<file path="src/hw/emif_timing_defs.vh">
// Purpose: Constants for the external memory timing engine
// Assumes: 8-bit register port, one system clock
// Notes:   Offsets are register-port addresses
`ifndef EMIF_TIMING_DEFS_VH
`define EMIF_TIMING_DEFS_VH

// ****************************************
// Register offsets
// ****************************************
`define OFS_TIMING_CTRL    8'h84
`define OFS_CONFIG         8'h85
`define OFS_PAGE           8'h86
`define OFS_STATUS         8'h87

// ****************************************
// Timing register fields
// ****************************************
`define TC_SETUP_HI        7
`define TC_SETUP_LO        6
`define TC_WIDTH_HI        5
`define TC_WIDTH_LO        2
`define TC_HOLD_HI         1
`define TC_HOLD_LO         0

// ****************************************
// Config register fields
// ****************************************
`define CF_MODE_HI         4
`define CF_MODE_LO         2
`define CF_ALE_HI          1
`define CF_ALE_LO          0

// ****************************************
// Reset values
// ****************************************
`define RST_TIMING_CTRL    8'hff
`define RST_CONFIG         8'h03
`define RST_PAGE           8'h00

// ****************************************
// Mode codes
// ****************************************
`define MODE_MUX_NOBANK_A  3'h1
`define MODE_MUX_BANK      3'h2
`define MODE_MUX_NOBANK_B  3'h3
`define MODE_NMX_NOBANK_A  3'h5
`define MODE_NMX_BANK      3'h6
`define MODE_NMX_NOBANK_B  3'h7

// ****************************************
// Fixed overhead of a move, in system clocks
// ****************************************
`define MOVE_OVERHEAD      4'h4
`define OVERHEAD_LEAD      2'h2

`endif

</file>
<file path="src/hw/phase_counter.v">
// Purpose: Loadable down counter marking the end of one bus phase
// Assumes: Same clock as the timing engine
// Notes:   done stands while the count is zero
`timescale 1ns/100ps
`default_nettype none

module phase_counter #(
	parameter W = 4
) (
	// Clock and reset
	input  wire         mclk,
	input  wire         rst,
	// Control
	input  wire         load,
	input  wire [W-1:0] load_val,
	// Status
	output wire         done
);

	reg [W-1:0] cnt_r;

	always @(posedge mclk or posedge rst) begin
		if (rst)
			cnt_r <= {W{1'b0}};
		else if (load)
			cnt_r <= load_val;
		else if (cnt_r != {W{1'b0}})
			cnt_r <= cnt_r - {{(W-1){1'b0}}, 1'b1};
	end

	// Kept free of load: the caller builds load from done, a loop otherwise
	assign done = (cnt_r == {W{1'b0}});

endmodule // phase_counter

`default_nettype wire

</file>
<file path="src/hw/emif_timing.v">
// Purpose: Timing engine for off-chip data moves to a parallel memory
// Assumes: One 100 MHz system clock, async active-high reset
// Notes:   One move at a time; start is ignored while busy
//
// Function
// - Timing register: setup, width, hold fields
// - Setup 00 none, 01 one cycle
// - Setup interval zero to three cycles
// - Strobe low one to sixteen cycles
// - Hold interval zero to three cycles
// - Latch strobe high one to four cycles
// - Latch strobe low one to four cycles
// - Write data leads strobe rise 1-19
// - Write data held zero to three cycles
// - Codes 101,110,111 non-multiplexed 16-bit moves
// - Codes 001,010,011 multiplexed 16-bit moves
// - 101/111 8-bit non-mux, no bank byte
// - 001/011 8-bit mux, no bank byte
// - 110 8-bit non-mux, page drives upper
// - 010 8-bit mux, page drives upper
// - Move takes programmed cycles plus four
// - Low address on shared pins while latch high
// - No bank: upper pins undriven 8-bit
// - Reset leaves timing at maximum delays
`timescale 1ns/100ps
`default_nettype none
`include "emif_timing_defs.vh"

module emif_timing (
	// Clock and reset
	input  wire        mclk,
	input  wire        rst,
	// Register port
	input  wire [7:0]  reg_addr,
	input  wire [7:0]  reg_wdata,
	input  wire        reg_wr,
	input  wire        reg_rd,
	output reg  [7:0]  reg_rdata,
	// Move request from the core
	input  wire        move_start,
	input  wire        move_write,
	input  wire        move_wide,
	input  wire [15:0] move_addr,
	input  wire [7:0]  move_wdata,
	output wire        move_busy,
	output reg         move_done,
	output reg  [7:0]  move_rdata,
	// External bus
	output reg  [7:0]  addr_hi,
	output reg         addr_hi_oe,
	output reg  [7:0]  addr_lo,
	output reg         addr_lo_oe,
	output reg  [7:0]  data_out,
	output reg         data_oe,
	input  wire [7:0]  data_in,
	output reg         ale,
	output reg         rd_n,
	output reg         wr_n
);

	// ****************************************
	// States
	// ****************************************
	// Lead and tail carry the fixed overhead; every pin is released there
	localparam [7:0] ST_IDLE = 8'h01;
	localparam [7:0] ST_ALEH = 8'h02;
	localparam [7:0] ST_ALEL = 8'h04;
	localparam [7:0] ST_SET  = 8'h08;
	localparam [7:0] ST_STB  = 8'h10;
	localparam [7:0] ST_HOLD = 8'h20;
	localparam [7:0] ST_TAIL = 8'h40;
	localparam [7:0] ST_LEAD = 8'h80;

	reg  [7:0]  timing_r;
	reg  [7:0]  config_r;
	reg  [7:0]  page_r;
	reg  [7:0]  state_r;
	reg  [7:0]  state_nxt;
	reg         wr_move_r;
	reg         wide_r;
	reg  [15:0] addr_r;
	reg  [7:0]  wdata_r;
	// Pin data pass two flops; the capture flags trail them to match
	reg  [7:0]  rdata_s1_r;
	reg  [7:0]  rdata_s2_r;
	reg         rd_cap1_r;
	reg         rd_cap2_r;
	reg         load;
	reg  [3:0]  load_val;
	wire        done;
	wire [2:0]  mode;
	wire        mux;
	wire        bank;
	wire [1:0]  setup_sel;
	wire [3:0]  width_sel;
	wire [1:0]  hold_sel;
	wire [1:0]  ale_sel;

	// ****************************************
	// Field decode
	// ****************************************
	assign setup_sel = timing_r[`TC_SETUP_HI:`TC_SETUP_LO];
	assign width_sel = timing_r[`TC_WIDTH_HI:`TC_WIDTH_LO];
	assign hold_sel  = timing_r[`TC_HOLD_HI:`TC_HOLD_LO];
	// One latch code sets both the high and the low latch phases
	assign ale_sel   = config_r[`CF_ALE_HI:`CF_ALE_LO];
	assign mode      = config_r[`CF_MODE_HI:`CF_MODE_LO];
	// Mode bit 2 clear means shared address/data pins
	assign mux       = !mode[2];
	assign bank      = (mode == `MODE_MUX_BANK) || (mode == `MODE_NMX_BANK);

	// Count loaded for a phase of n cycles is n-1
	function [3:0] phase_len;
		input [3:0] cycles;
		begin
			phase_len = cycles - 4'h1;
		end
	endfunction

	// ****************************************
	// Register port
	// ****************************************
	always @(posedge mclk or posedge rst) begin
		if (rst) begin
			timing_r <= `RST_TIMING_CTRL;
			config_r <= `RST_CONFIG;
			page_r   <= `RST_PAGE;
		end else if (reg_wr) begin
			case (reg_addr)
				`OFS_TIMING_CTRL: timing_r <= reg_wdata;
				// Config bits 7:5 are not implemented and read as zero
				`OFS_CONFIG:      config_r <= {3'h0, reg_wdata[4:0]};
				`OFS_PAGE:        page_r   <= reg_wdata;
				// Unmapped offsets are ignored
				default:          ;
			endcase
		end
	end

	always @(posedge mclk or posedge rst) begin
		if (rst)
			reg_rdata <= 8'h00;
		else if (reg_rd) begin
			case (reg_addr)
				`OFS_TIMING_CTRL: reg_rdata <= timing_r;
				`OFS_CONFIG:      reg_rdata <= config_r;
				`OFS_PAGE:        reg_rdata <= page_r;
				// Status bit 0 shows a move in progress
				`OFS_STATUS:      reg_rdata <= {7'h00, move_busy};
				default:          reg_rdata <= 8'h00;
			endcase
		end else
			reg_rdata <= 8'h00;
	end

	// ****************************************
	// Phase sequencer
	// ****************************************
	phase_counter #(
		.W (4)
	) u_phase (
		.mclk     (mclk),
		.rst      (rst),
		.load     (load),
		.load_val (load_val),
		.done     (done)
	);

	// A start while busy is dropped; the core waits for move_done
	assign move_busy = (state_r != ST_IDLE);

	// A zero-length setup or hold phase is skipped entirely, so the
	// mode and the setup and hold fields decide which phases exist.
	always @* begin
		state_nxt = state_r;
		load      = 1'b0;
		load_val  = 4'h0;
		case (state_r)
			ST_IDLE: begin
				if (move_start) begin
					load = 1'b1;
					// Fixed overhead of four is split: two lead cycles here,
					// two tail cycles after hold
					load_val = phase_len({2'h0, `OVERHEAD_LEAD});
					state_nxt = ST_LEAD;
				end
			end
			ST_ALEH: begin
				if (done) begin
					load      = 1'b1;
					// Low phase of the latch strobe lasts as long as the high phase
					load_val  = {2'h0, ale_sel};
					state_nxt = ST_ALEL;
				end
			end
			ST_ALEL: begin
				if (done) begin
					load = 1'b1;
					if (setup_sel != 2'h0) begin
						load_val  = phase_len({2'h0, setup_sel});
						state_nxt = ST_SET;
					end else begin
						load_val  = width_sel;
						state_nxt = ST_STB;
					end
				end
			end
			ST_SET: begin
				if (done) begin
					load      = 1'b1;
					load_val  = width_sel;
					state_nxt = ST_STB;
				end
			end
			ST_STB: begin
				if (done) begin
					load = 1'b1;
					if (hold_sel != 2'h0) begin
						load_val  = phase_len({2'h0, hold_sel});
						state_nxt = ST_HOLD;
					end else begin
						// Tail always follows, so the overhead stays four
						load_val  = phase_len(`MOVE_OVERHEAD - {2'h0, `OVERHEAD_LEAD});
						state_nxt = ST_TAIL;
					end
				end
			end
			ST_HOLD: begin
				if (done) begin
					load      = 1'b1;
					load_val  = phase_len(`MOVE_OVERHEAD - {2'h0, `OVERHEAD_LEAD});
					state_nxt = ST_TAIL;
				end
			end
			ST_TAIL: begin
				// Trailing overhead with the bus released, then idle
				if (done)
					state_nxt = ST_IDLE;
			end
			ST_LEAD: begin
				// Lead-in overhead, then the latch phases when multiplexed, else setup or strobe
				if (done) begin
					load = 1'b1;
					if (mux) begin
						load_val  = {2'h0, ale_sel};
						state_nxt = ST_ALEH;
					end else if (setup_sel != 2'h0) begin
						load_val  = phase_len({2'h0, setup_sel});
						state_nxt = ST_SET;
					end else begin
						load_val  = width_sel;
						state_nxt = ST_STB;
					end
				end
			end
			default: state_nxt = ST_IDLE;
		endcase
	end

	// ****************************************
	// Move capture and sequencing
	// ****************************************
	always @(posedge mclk or posedge rst) begin
		if (rst) begin
			state_r    <= ST_IDLE;
			wr_move_r  <= 1'b0;
			wide_r     <= 1'b0;
			addr_r     <= 16'h0000;
			wdata_r    <= 8'h00;
			move_done  <= 1'b0;
			move_rdata <= 8'h00;
			rdata_s1_r <= 8'h00;
			rdata_s2_r <= 8'h00;
			rd_cap1_r  <= 1'b0;
			rd_cap2_r  <= 1'b0;
		end else begin
			state_r    <= state_nxt;
			rdata_s1_r <= data_in;
			rdata_s2_r <= rdata_s1_r;
			move_done  <= 1'b0;
			// Move fields are frozen at the start; later core changes are harmless
			if (state_r == ST_IDLE && move_start) begin
				wr_move_r <= move_write;
				wide_r    <= move_wide;
				addr_r    <= move_addr;
				wdata_r   <= move_wdata;
			end
			// The value on the pins in the strobe's last cycle leaves the second
			// flop two cycles later, still no later than move_done
			rd_cap1_r  <= (state_r == ST_STB) && done && !wr_move_r;
			rd_cap2_r  <= rd_cap1_r;
			if (rd_cap2_r)
				move_rdata <= rdata_s2_r;
			if (state_r != ST_IDLE && state_nxt == ST_IDLE)
				move_done <= 1'b1;
		end
	end

	// ****************************************
	// Pin drive, registered
	// ****************************************
	always @(posedge mclk or posedge rst) begin
		if (rst) begin
			addr_hi    <= 8'h00;
			addr_hi_oe <= 1'b0;
			addr_lo    <= 8'h00;
			addr_lo_oe <= 1'b0;
			data_out   <= 8'h00;
			data_oe    <= 1'b0;
			ale        <= 1'b0;
			rd_n       <= 1'b1;
			wr_n       <= 1'b1;
		end else begin
			ale  <= (state_nxt == ST_ALEH);
			rd_n <= !(state_nxt == ST_STB && !wr_move_r);
			wr_n <= !(state_nxt == ST_STB && wr_move_r);
			// Pins follow the next state so they change with the state register
			if (state_nxt == ST_IDLE || state_nxt == ST_LEAD ||
			    state_nxt == ST_TAIL) begin
				addr_hi_oe <= 1'b0;
				addr_lo_oe <= 1'b0;
				data_oe    <= 1'b0;
			end else begin
				// 8-bit moves drive the upper byte only with bank select
				addr_hi    <= wide_r ? addr_r[15:8] : page_r;
				addr_hi_oe <= wide_r || bank;
				if (mux) begin
					// Low byte only while latch strobe is high
					addr_lo_oe <= 1'b0;
					data_oe    <= (state_nxt == ST_ALEH) || (wr_move_r &&
					              state_nxt != ST_ALEL);
					data_out   <= (state_nxt == ST_ALEH) ? addr_r[7:0] : wdata_r;
				end else begin
					addr_lo    <= addr_r[7:0];
					addr_lo_oe <= 1'b1;
					data_oe    <= wr_move_r;
					data_out   <= wdata_r;
				end
			end
		end
	end

endmodule // emif_timing

`default_nettype wire

</file>
<file path="config.mk">
export PLATFORM = sky130hd
export DESIGN_NAME = emif_timing
export DESIGN_NICKNAME = d
export VERILOG_FILES = /design/src/hw/phase_counter.v /design/src/hw/emif_timing.v
export VERILOG_INCLUDE_DIRS = /design/src /design/src/hw
export SDC_FILE = /design/constraint.sdc
export NUM_CORES = 1
export LEC_CHECK = 0
export ABC_CLOCK_PERIOD_IN_PS = 5800
export BUFFER_PORTS_ARGS = -buffer_cell sky130_fd_sc_hd__buf_2
export CORE_MARGIN = 10
export CORE_UTILIZATION = 40
export DETAILED_ROUTE_END_ITERATION = 16
export GPL_TIMING_DRIVEN = 0
export RECOVER_POWER = 100
export SLEW_MARGIN = 30
export SYNTH_ARGS = -nofsm -noshare
export SYNTH_HDL_FRONTEND = slang
export SYNTH_SLANG_ARGS = --single-unit
</file>
<file path="constraint.sdc">
create_clock -name mclk -period 5.8 [get_ports mclk]
set_input_delay 1.16 -clock mclk [delete_from_list [all_inputs] [get_ports mclk]]
set_output_delay 1.16 -clock mclk [all_outputs]
set_load 0.02 [all_outputs]
</file>
==> flow_metrics.env, run 1 <==
export IMPL_outcome="complete, but fails checks"
export IMPL_violations="capacitance limit, slew limit"
export IMPL_utilization=0.4987
export IMPL_fin_skew_ps=9.021
export IMPL_p_total_mw=3.206
export IMPL_cp_arrival_ps=3930
export IMPL_setup_viol=0
export IMPL_antenna_cells=0
export IMPL_core_area_um2=13190
export IMPL_dpl_worst_slack_ps=2676
export IMPL_synth_fa_ha_area_frac=0.002338
export IMPL_cts_htree_levels=4
export IMPL_cts_root_buf="clkbuf_16"
export IMPL_post_route_period_util=0.6576
export IMPL_clkPwrFrac=0.366
export IMPL_worstPathRequired_ps=5920
export IMPL_clk_pin_slew_ps=50
export IMPL_synth_simple_gate_area_share=0.1452
export IMPL_drt_wl_total_um=13400
export IMPL_combPwrFrac=0.266
export IMPL_maxSlewViolCount=137
export IMPL_power_density_nw_per_um2=487.4
export IMPL_via_count=3794
export IMPL_die_area_um2=18410
export IMPL_synth_compound_area_frac=0.07365
export IMPL_synthArstFlopShare=1.000
export IMPL_switching_power_mw=1.020
export IMPL_grt_pass1_wl_um=22000
export IMPL_switching_share=0.3181
export IMPL_synthesis_instances=452
export IMPL_drt_iter0_drc=166
export IMPL_synth_xor_area_frac=0.001637
export IMPL_ant_nets=0
export IMPL_min_period_ps=3814
export IMPL_die_height_um=135.7
export IMPL_hpwl_um=9698
export IMPL_cts_buffers=17
export IMPL_criticalPathCategory="input pin to asynchronous set/reset pin"
export IMPL_syn_nets=508
export IMPL_io_pins=103
export IMPL_avgViaCountPerCell=4.979
export IMPL_placed_area_um2=6117
export IMPL_synth_edf_count=0
export IMPL_cts_hold_buffers_added=0
export IMPL_start_util=0.4057
export IMPL_fin_ws_ps=1986
export IMPL_insertion_delay_ps=420
export IMPL_die_w_um=135.7
export IMPL_avgSynthCellArea_um2=11.84
export IMPL_port_buffers=102
export IMPL_rsz0062_at_grt="false"
export IMPL_p_leak_nw=3.115
export IMPL_cts_resized=0
export IMPL_drive_above_1_share=0.2867
export IMPL_intPower_mw=2.186
export IMPL_grt_util_all_layers=0.1533
export IMPL_start_kind="input pin"
export IMPL_post_cts_buffers=0
export IMPL_worstMarginPinSlew_ps=2016
export IMPL_yosys_warnings=0
export IMPL_r2r_cells=7
export IMPL_gp_congestion=0.8862
export IMPL_wire_per_inst_um=17.59
export IMPL_finalNetCount=630
export IMPL_post_route_drc_count=0
export IMPL_rows=42
export IMPL_synth_area_mux_share=0.1658
export IMPL_grt_max_degree=85
export IMPL_ir_worst_vdd_mv=0.2420
export IMPL_nFillCells=1226
export IMPL_drv_cap=3
export IMPL_syn_to_final_growth_pct=22.91
export IMPL_hold_depth=0
export IMPL_cts_tree="done"
export IMPL_ys_flop_type="dfrtp_1"
export IMPL_synth_area_um2=5351
export IMPL_pwr_share_seq=0.368
export IMPL_clk_path_buf_depth=2
export IMPL_numClockSinks=124
export IMPL_grt_pass1_vias=4185
export IMPL_hp_class="register to register"
export IMPL_antenna_found_initial=0
export IMPL_seq_area_frac_synth=0.5829
export IMPL_relSlewSlack=-0.3437
export IMPL_ys_seq_elements=124
export IMPL_cp_end_kind="asynchronous set/reset pin"
export IMPL_final_area_um2=6578
export IMPL_drtPass1Iterations=6
export IMPL_yosysUniqueCellTypes=58
export IMPL_synth_top_family_by_area="multiplexers"
export IMPL_max_freq_mhz=262.2
export IMPL_overflow=0
export IMPL_crit_fanout=84
export IMPL_hold_violations=0
routing by layer:
metal / routed length (µm) / vias up / global-route usage / part of all wire
li1: - / 1818 / - / -
met1: 6064 / 1843 / 0.1923 / 0.45
met5: 0 / - / 0 / 0
met3: 864 / 16 / 0.05119 / 0.064
met4: 213 / 0 / 0.05981 / 0.016
met2: 6258 / 117 / 0.2389 / 0.47
metrics by stage:
stage | hold slack, ps | TNS (ps) | cells
after floorplan | 331.2 | 0 | 452
after global placement | 332.4 | -829.9 | 730
after detailed placement | 335.8 | 0 | 731
after CTS | 348.0 | 0 | 762
after global routing | 350.9 | 0 | 762
final | 344.3 | 0 | 762
layout make-up:
cell class	instances	area, µm²	share of cell area
Buffer	20	100.1	0.01522
Timing Repair Buffer	103	454.2	0.06905
Tap cell	176	220.2	0.03348
Multi-Input combinational cell	298	1988	0.3023
Clock inverter	10	186.4	0.02834
Sequential cell	124	3119	0.4742
Inverter	10	38.79	0.005897
Clock buffer	21	470.5	0.07152
power by group through the flow:
stage               logic, mW  clock network [mW]  registers, mW
floorplan               0.578                   0           1.26
global placement        0.922                   0           1.18
detailed placement      0.935                   0           1.19
CTS                     0.939                1.20           1.18
global route            0.964                1.24           1.21
finish                  0.854                1.17           1.18
sequential cells by signal, summed over array words and instances (netlist names), 4 cells and up:
signal,cells
addr_hi,8
wdata_r,8
addr_r,16
data_out,8
rdata_s2_r,8
page_r,8
config_r,5
u_phase.cnt_r,4
addr_lo,8
rdata_s1_r,8
reg_rdata,8
state_r,8
move_rdata,8
timing_r,8
critical path: stages:
cell and delay (ps):
buf_2 100, clkinvlp_2 990, clkbuf_2 1610
kinds of logic (layout without fill, tap and decap cells):
kind of cell,after synthesis,after routing
xor+xnor,1,1
mux,77,77
compound gates,55,55
flops,124,124
simple gates,164,164
buf+inv,30,164
fa+ha+maj,1,1
Yosys cell counts (2+ instances only):
cell	n	area share
dfrtp_1	111	0.52
nand2_1	94	0.066
mux2_2	61	0.13
nor2_1	23	0.016
a21oi_1	18	0.017
dfstp_2	13	0.064
clkbuf_1	10	0.0070
inv_1	10	0.0070
nand3_1	10	0.0094
mux2_4	8	0.022
mux2i_1	8	0.015
nor3_1	7	0.0065
nor2b_1	6	0.0070
o21ai_0	6	0.0056
buf_2	5	0.0047
a2bb2oi_1	4	0.0065
o22ai_1	4	0.0047
a31oi_1	3	0.0035
buf_6	3	0.0063
nand4_1	3	0.0035
a211oi_1	2	0.0028
and2_1	2	0.0023
nor3b_2	2	0.0047
nor4_1	2	0.0023
nor4b_1	2	0.0033
o211ai_1	2	0.0028
o21a_1	2	0.0028
path summary, 6_finish.rpt:
check	from	to	slack [ps]
setup reg to reg	state_r[0]	data_out[4]	2040
setup / recovery	rst	reg_rdata[2]	1990
min in group asynchronous	rst	move_rdata[0]	1170
max in group mclk	state_r[0]	data_out[4]	2040
hold / removal	rdata_s1_r[4]	rdata_s2_r[4]	340
hold reg to reg	rdata_s1_r[4]	rdata_s2_r[4]	340
placed cells by master (no fill, tap or decap), types with 4 or more instances in the layout:
cell / instances
clkbuf_16: 17
mux2_2: 60
dfstp_2: 13
dfrtp_1: 111
o21ai_0: 7
nand2_1: 95
a21oi_1: 18
nor2b_1: 6
nand3_1: 10
nor2_1: 23
mux2i_1: 8
a2bb2oi_1: 4
o22ai_1: 4
mux2_1: 9
buf_2: 55
clkbuf_1: 64
bufinv_16: 5
inv_1: 9
nor3_1: 8
Power figures use the tool's default switching activity.
==> run 2: changes to the inputs <==
Settings changed: ABC_CLOCK_PERIOD_IN_PS 5800 to 3600.
Clock period 5.8 ns to 3.6 ns, I/O delays scaled along.
==> run 2 against run 1 <==
The run now ends clean. Clock power rose by 48%. Routed wire length rose by 1.1%. Setup slack got worse by 1300 ps. Clock skew increased by 4.4 ps. First-iteration DRC count grew 3.6%. Clock-buffer cell count decreased by 2. Utilization up 0.066 points. Power rose by 58%. Non-clock buffer count up 4. Register-to-register slack worse by 1300 ps. Critical path depth rose by 3.
==> flow_metrics.env, run 2 (synthesized netlist as in run 1, its figures left out) <==
export IMPL_insertion_delay_ps=420
export IMPL_path_delay_family="simple AND/OR/NAND/NOR gates"
export IMPL_crit_chain="buf_2 -> or4b_1 -> nor3b_1 -> nand2_1 -> nor3_1 -> mux2_2"
export IMPL_drv_cap=0
export IMPL_worstMarginPinSlew_ps=1387
export IMPL_rows=42
export IMPL_cts_tree="done"
export IMPL_cts_root_buf="clkbuf_16"
export IMPL_ant_nets=0
export IMPL_cts_htree_levels=4
export IMPL_mostFrequentLayoutCells="dfrtp_1 (111), nand2_1 (95), clkbuf_1 (66)"
export IMPL_hpwl_um=10020
export IMPL_layout_commonest_cell="dfrtp_1"
export IMPL_p_leak_nw=3.110
export IMPL_port_buffers=102
export IMPL_core_area_um2=13190
export IMPL_clk_pin_slew_ps=60
export IMPL_crit_path_top_delay_cell="nor3_1"
export IMPL_drtPass1Iterations=4
export IMPL_grt_util_all_layers=0.1553
export IMPL_setup_tns_final_ps=0
export IMPL_max_freq_mhz=346.8
export IMPL_cts_resized=0
export IMPL_die_height_um=135.7
export IMPL_worstPathRequired_ps=3940
export IMPL_gp_congestion=0.8765
export IMPL_rsz0062_at_grt="false"
export IMPL_crit_fanout=8
export IMPL_cp_arrival_ps=3220
export IMPL_die_w_um=135.7
export IMPL_die_area_um2=18410
export IMPL_wire_per_inst_um=17.66
export IMPL_outcome="finished, final reports clean"
export IMPL_rrSetupSlack_ps=740
export IMPL_utilization=0.4993
export IMPL_maxSlewViolCount=0
export IMPL_start_kind="input pin"
export IMPL_criticalPathCategory="input pin to register"
export IMPL_crit_buf_inv=1
export IMPL_hp_class="input pin to asynchronous set/reset pin"
export IMPL_crit_cells=6
export IMPL_power_density_nw_per_um2=766.9
export IMPL_start_util=0.4057
export IMPL_io_pins=103
export IMPL_antenna_found_initial=0
export IMPL_drt_iter0_drc=172
export IMPL_top_register="addr_r"
export IMPL_relSlewSlack=0.07533
export IMPL_fin_skew_ps=13.42
export IMPL_hold_violations=0
export IMPL_grt_pass1_vias=4229
export IMPL_post_cts_buffers=0
export IMPL_min_period_ps=2883
export IMPL_grt_pass1_wl_um=22360
export IMPL_crit_path_max_incr_delay_ps=930
export IMPL_syn_to_final_growth_pct=23.08
export IMPL_antenna_cells=0
export IMPL_drt_wl_total_um=13550
export IMPL_ir_worst_vdd_mv=0.4278
export IMPL_via_count=3926
export IMPL_grt_max_degree=28
export IMPL_drive_above_1_share=0.2927
export IMPL_cts_buffers=17
export IMPL_numClockSinks=124
export IMPL_finalNetCount=634
export IMPL_cts_hold_buffers_added=0
export IMPL_r2r_cells=6
export IMPL_clk_path_buf_depth=2
export IMPL_largest_register_ffs=16
export IMPL_setup_viol=0
export IMPL_post_route_period_util=0.8009
export IMPL_post_route_drc_count=0
export IMPL_overflow=0
export IMPL_cp_end_kind="register"
export IMPL_avgViaCountPerCell=5.119
run 2: cell types whose count changed in the layout (fill, tap and decap cells not counted), sizes merged:
cell / before / now
buf: 59 / 62
bufinv: 5 / 3
clkinvlp: 1 / 3
inv: 10 / 12
clkbuf: 85 / 84
clkinv: 4 / 5
run 2: through the flow:
stage	std cells	area (µm²)	setup slack, ps	hold WS, ps	total power [mW]
after detailed placement	735	6208	927.2	334.7	3.450
after CTS	767	6815	893.7	324.7	5.213
after global routing	767	6586	496.8	351.1	5.359
after floorplan	452	5355	1223	331.2	2.959
final	767	6586	716.7	323.3	5.051
after global placement	730	6086	573.5	331.3	3.390
run 2: worst register-to-register path, delay by kind of cell, from the launching register on:
family	cells	cell delay (ps)
simple gates	2	410
mux	1	420
buf+inv	1	300
compound gates	2	1110
flops	1	510
run 2: worst paths after layout:
| path | from | end |
|---|---|---|
| setup / recovery | reg_addr[5] | timing_r[7] |
| hold / removal | rst | data_out[6] |
| setup reg to reg | state_r[0] | addr_lo[0] |
| hold reg to reg | rdata_s1_r[5] | rdata_s2_r[5] |
| max in group asynchronous | rst | move_done |
| min in group mclk | rdata_s1_r[5] | rdata_s2_r[5] |
run 2: final cells by class:
class                   count  area, µm²
plain buffers              20      111.4
clock buffers              19      442.9
clock inverters            13      163.9
fillers                  1227       6604
inverters                  10      38.79
multi-input cells         298       2004
flip-flops and latches    124       3119
well taps                 176      220.2
repair buffers            107      485.5
run 2: routing by layer:
layer / routed length [µm] / track usage / up-vias
met4: 204 / 0.06280 / 0
met2: 6494 / 0.2427 / 111
met3: 874 / 0.05527 / 16
li1: - / - / 1833
met5: 0 / 0 / -
met1: 5974 / 0.1912 / 1966
run 2: power breakdown:
part           total [mW]  switching [mW]  internal (mW)
sequential           1.90           0.174           1.73
clock                1.73           0.624           1.11
combinational        1.42           0.887          0.530
total                5.05            1.69           3.37
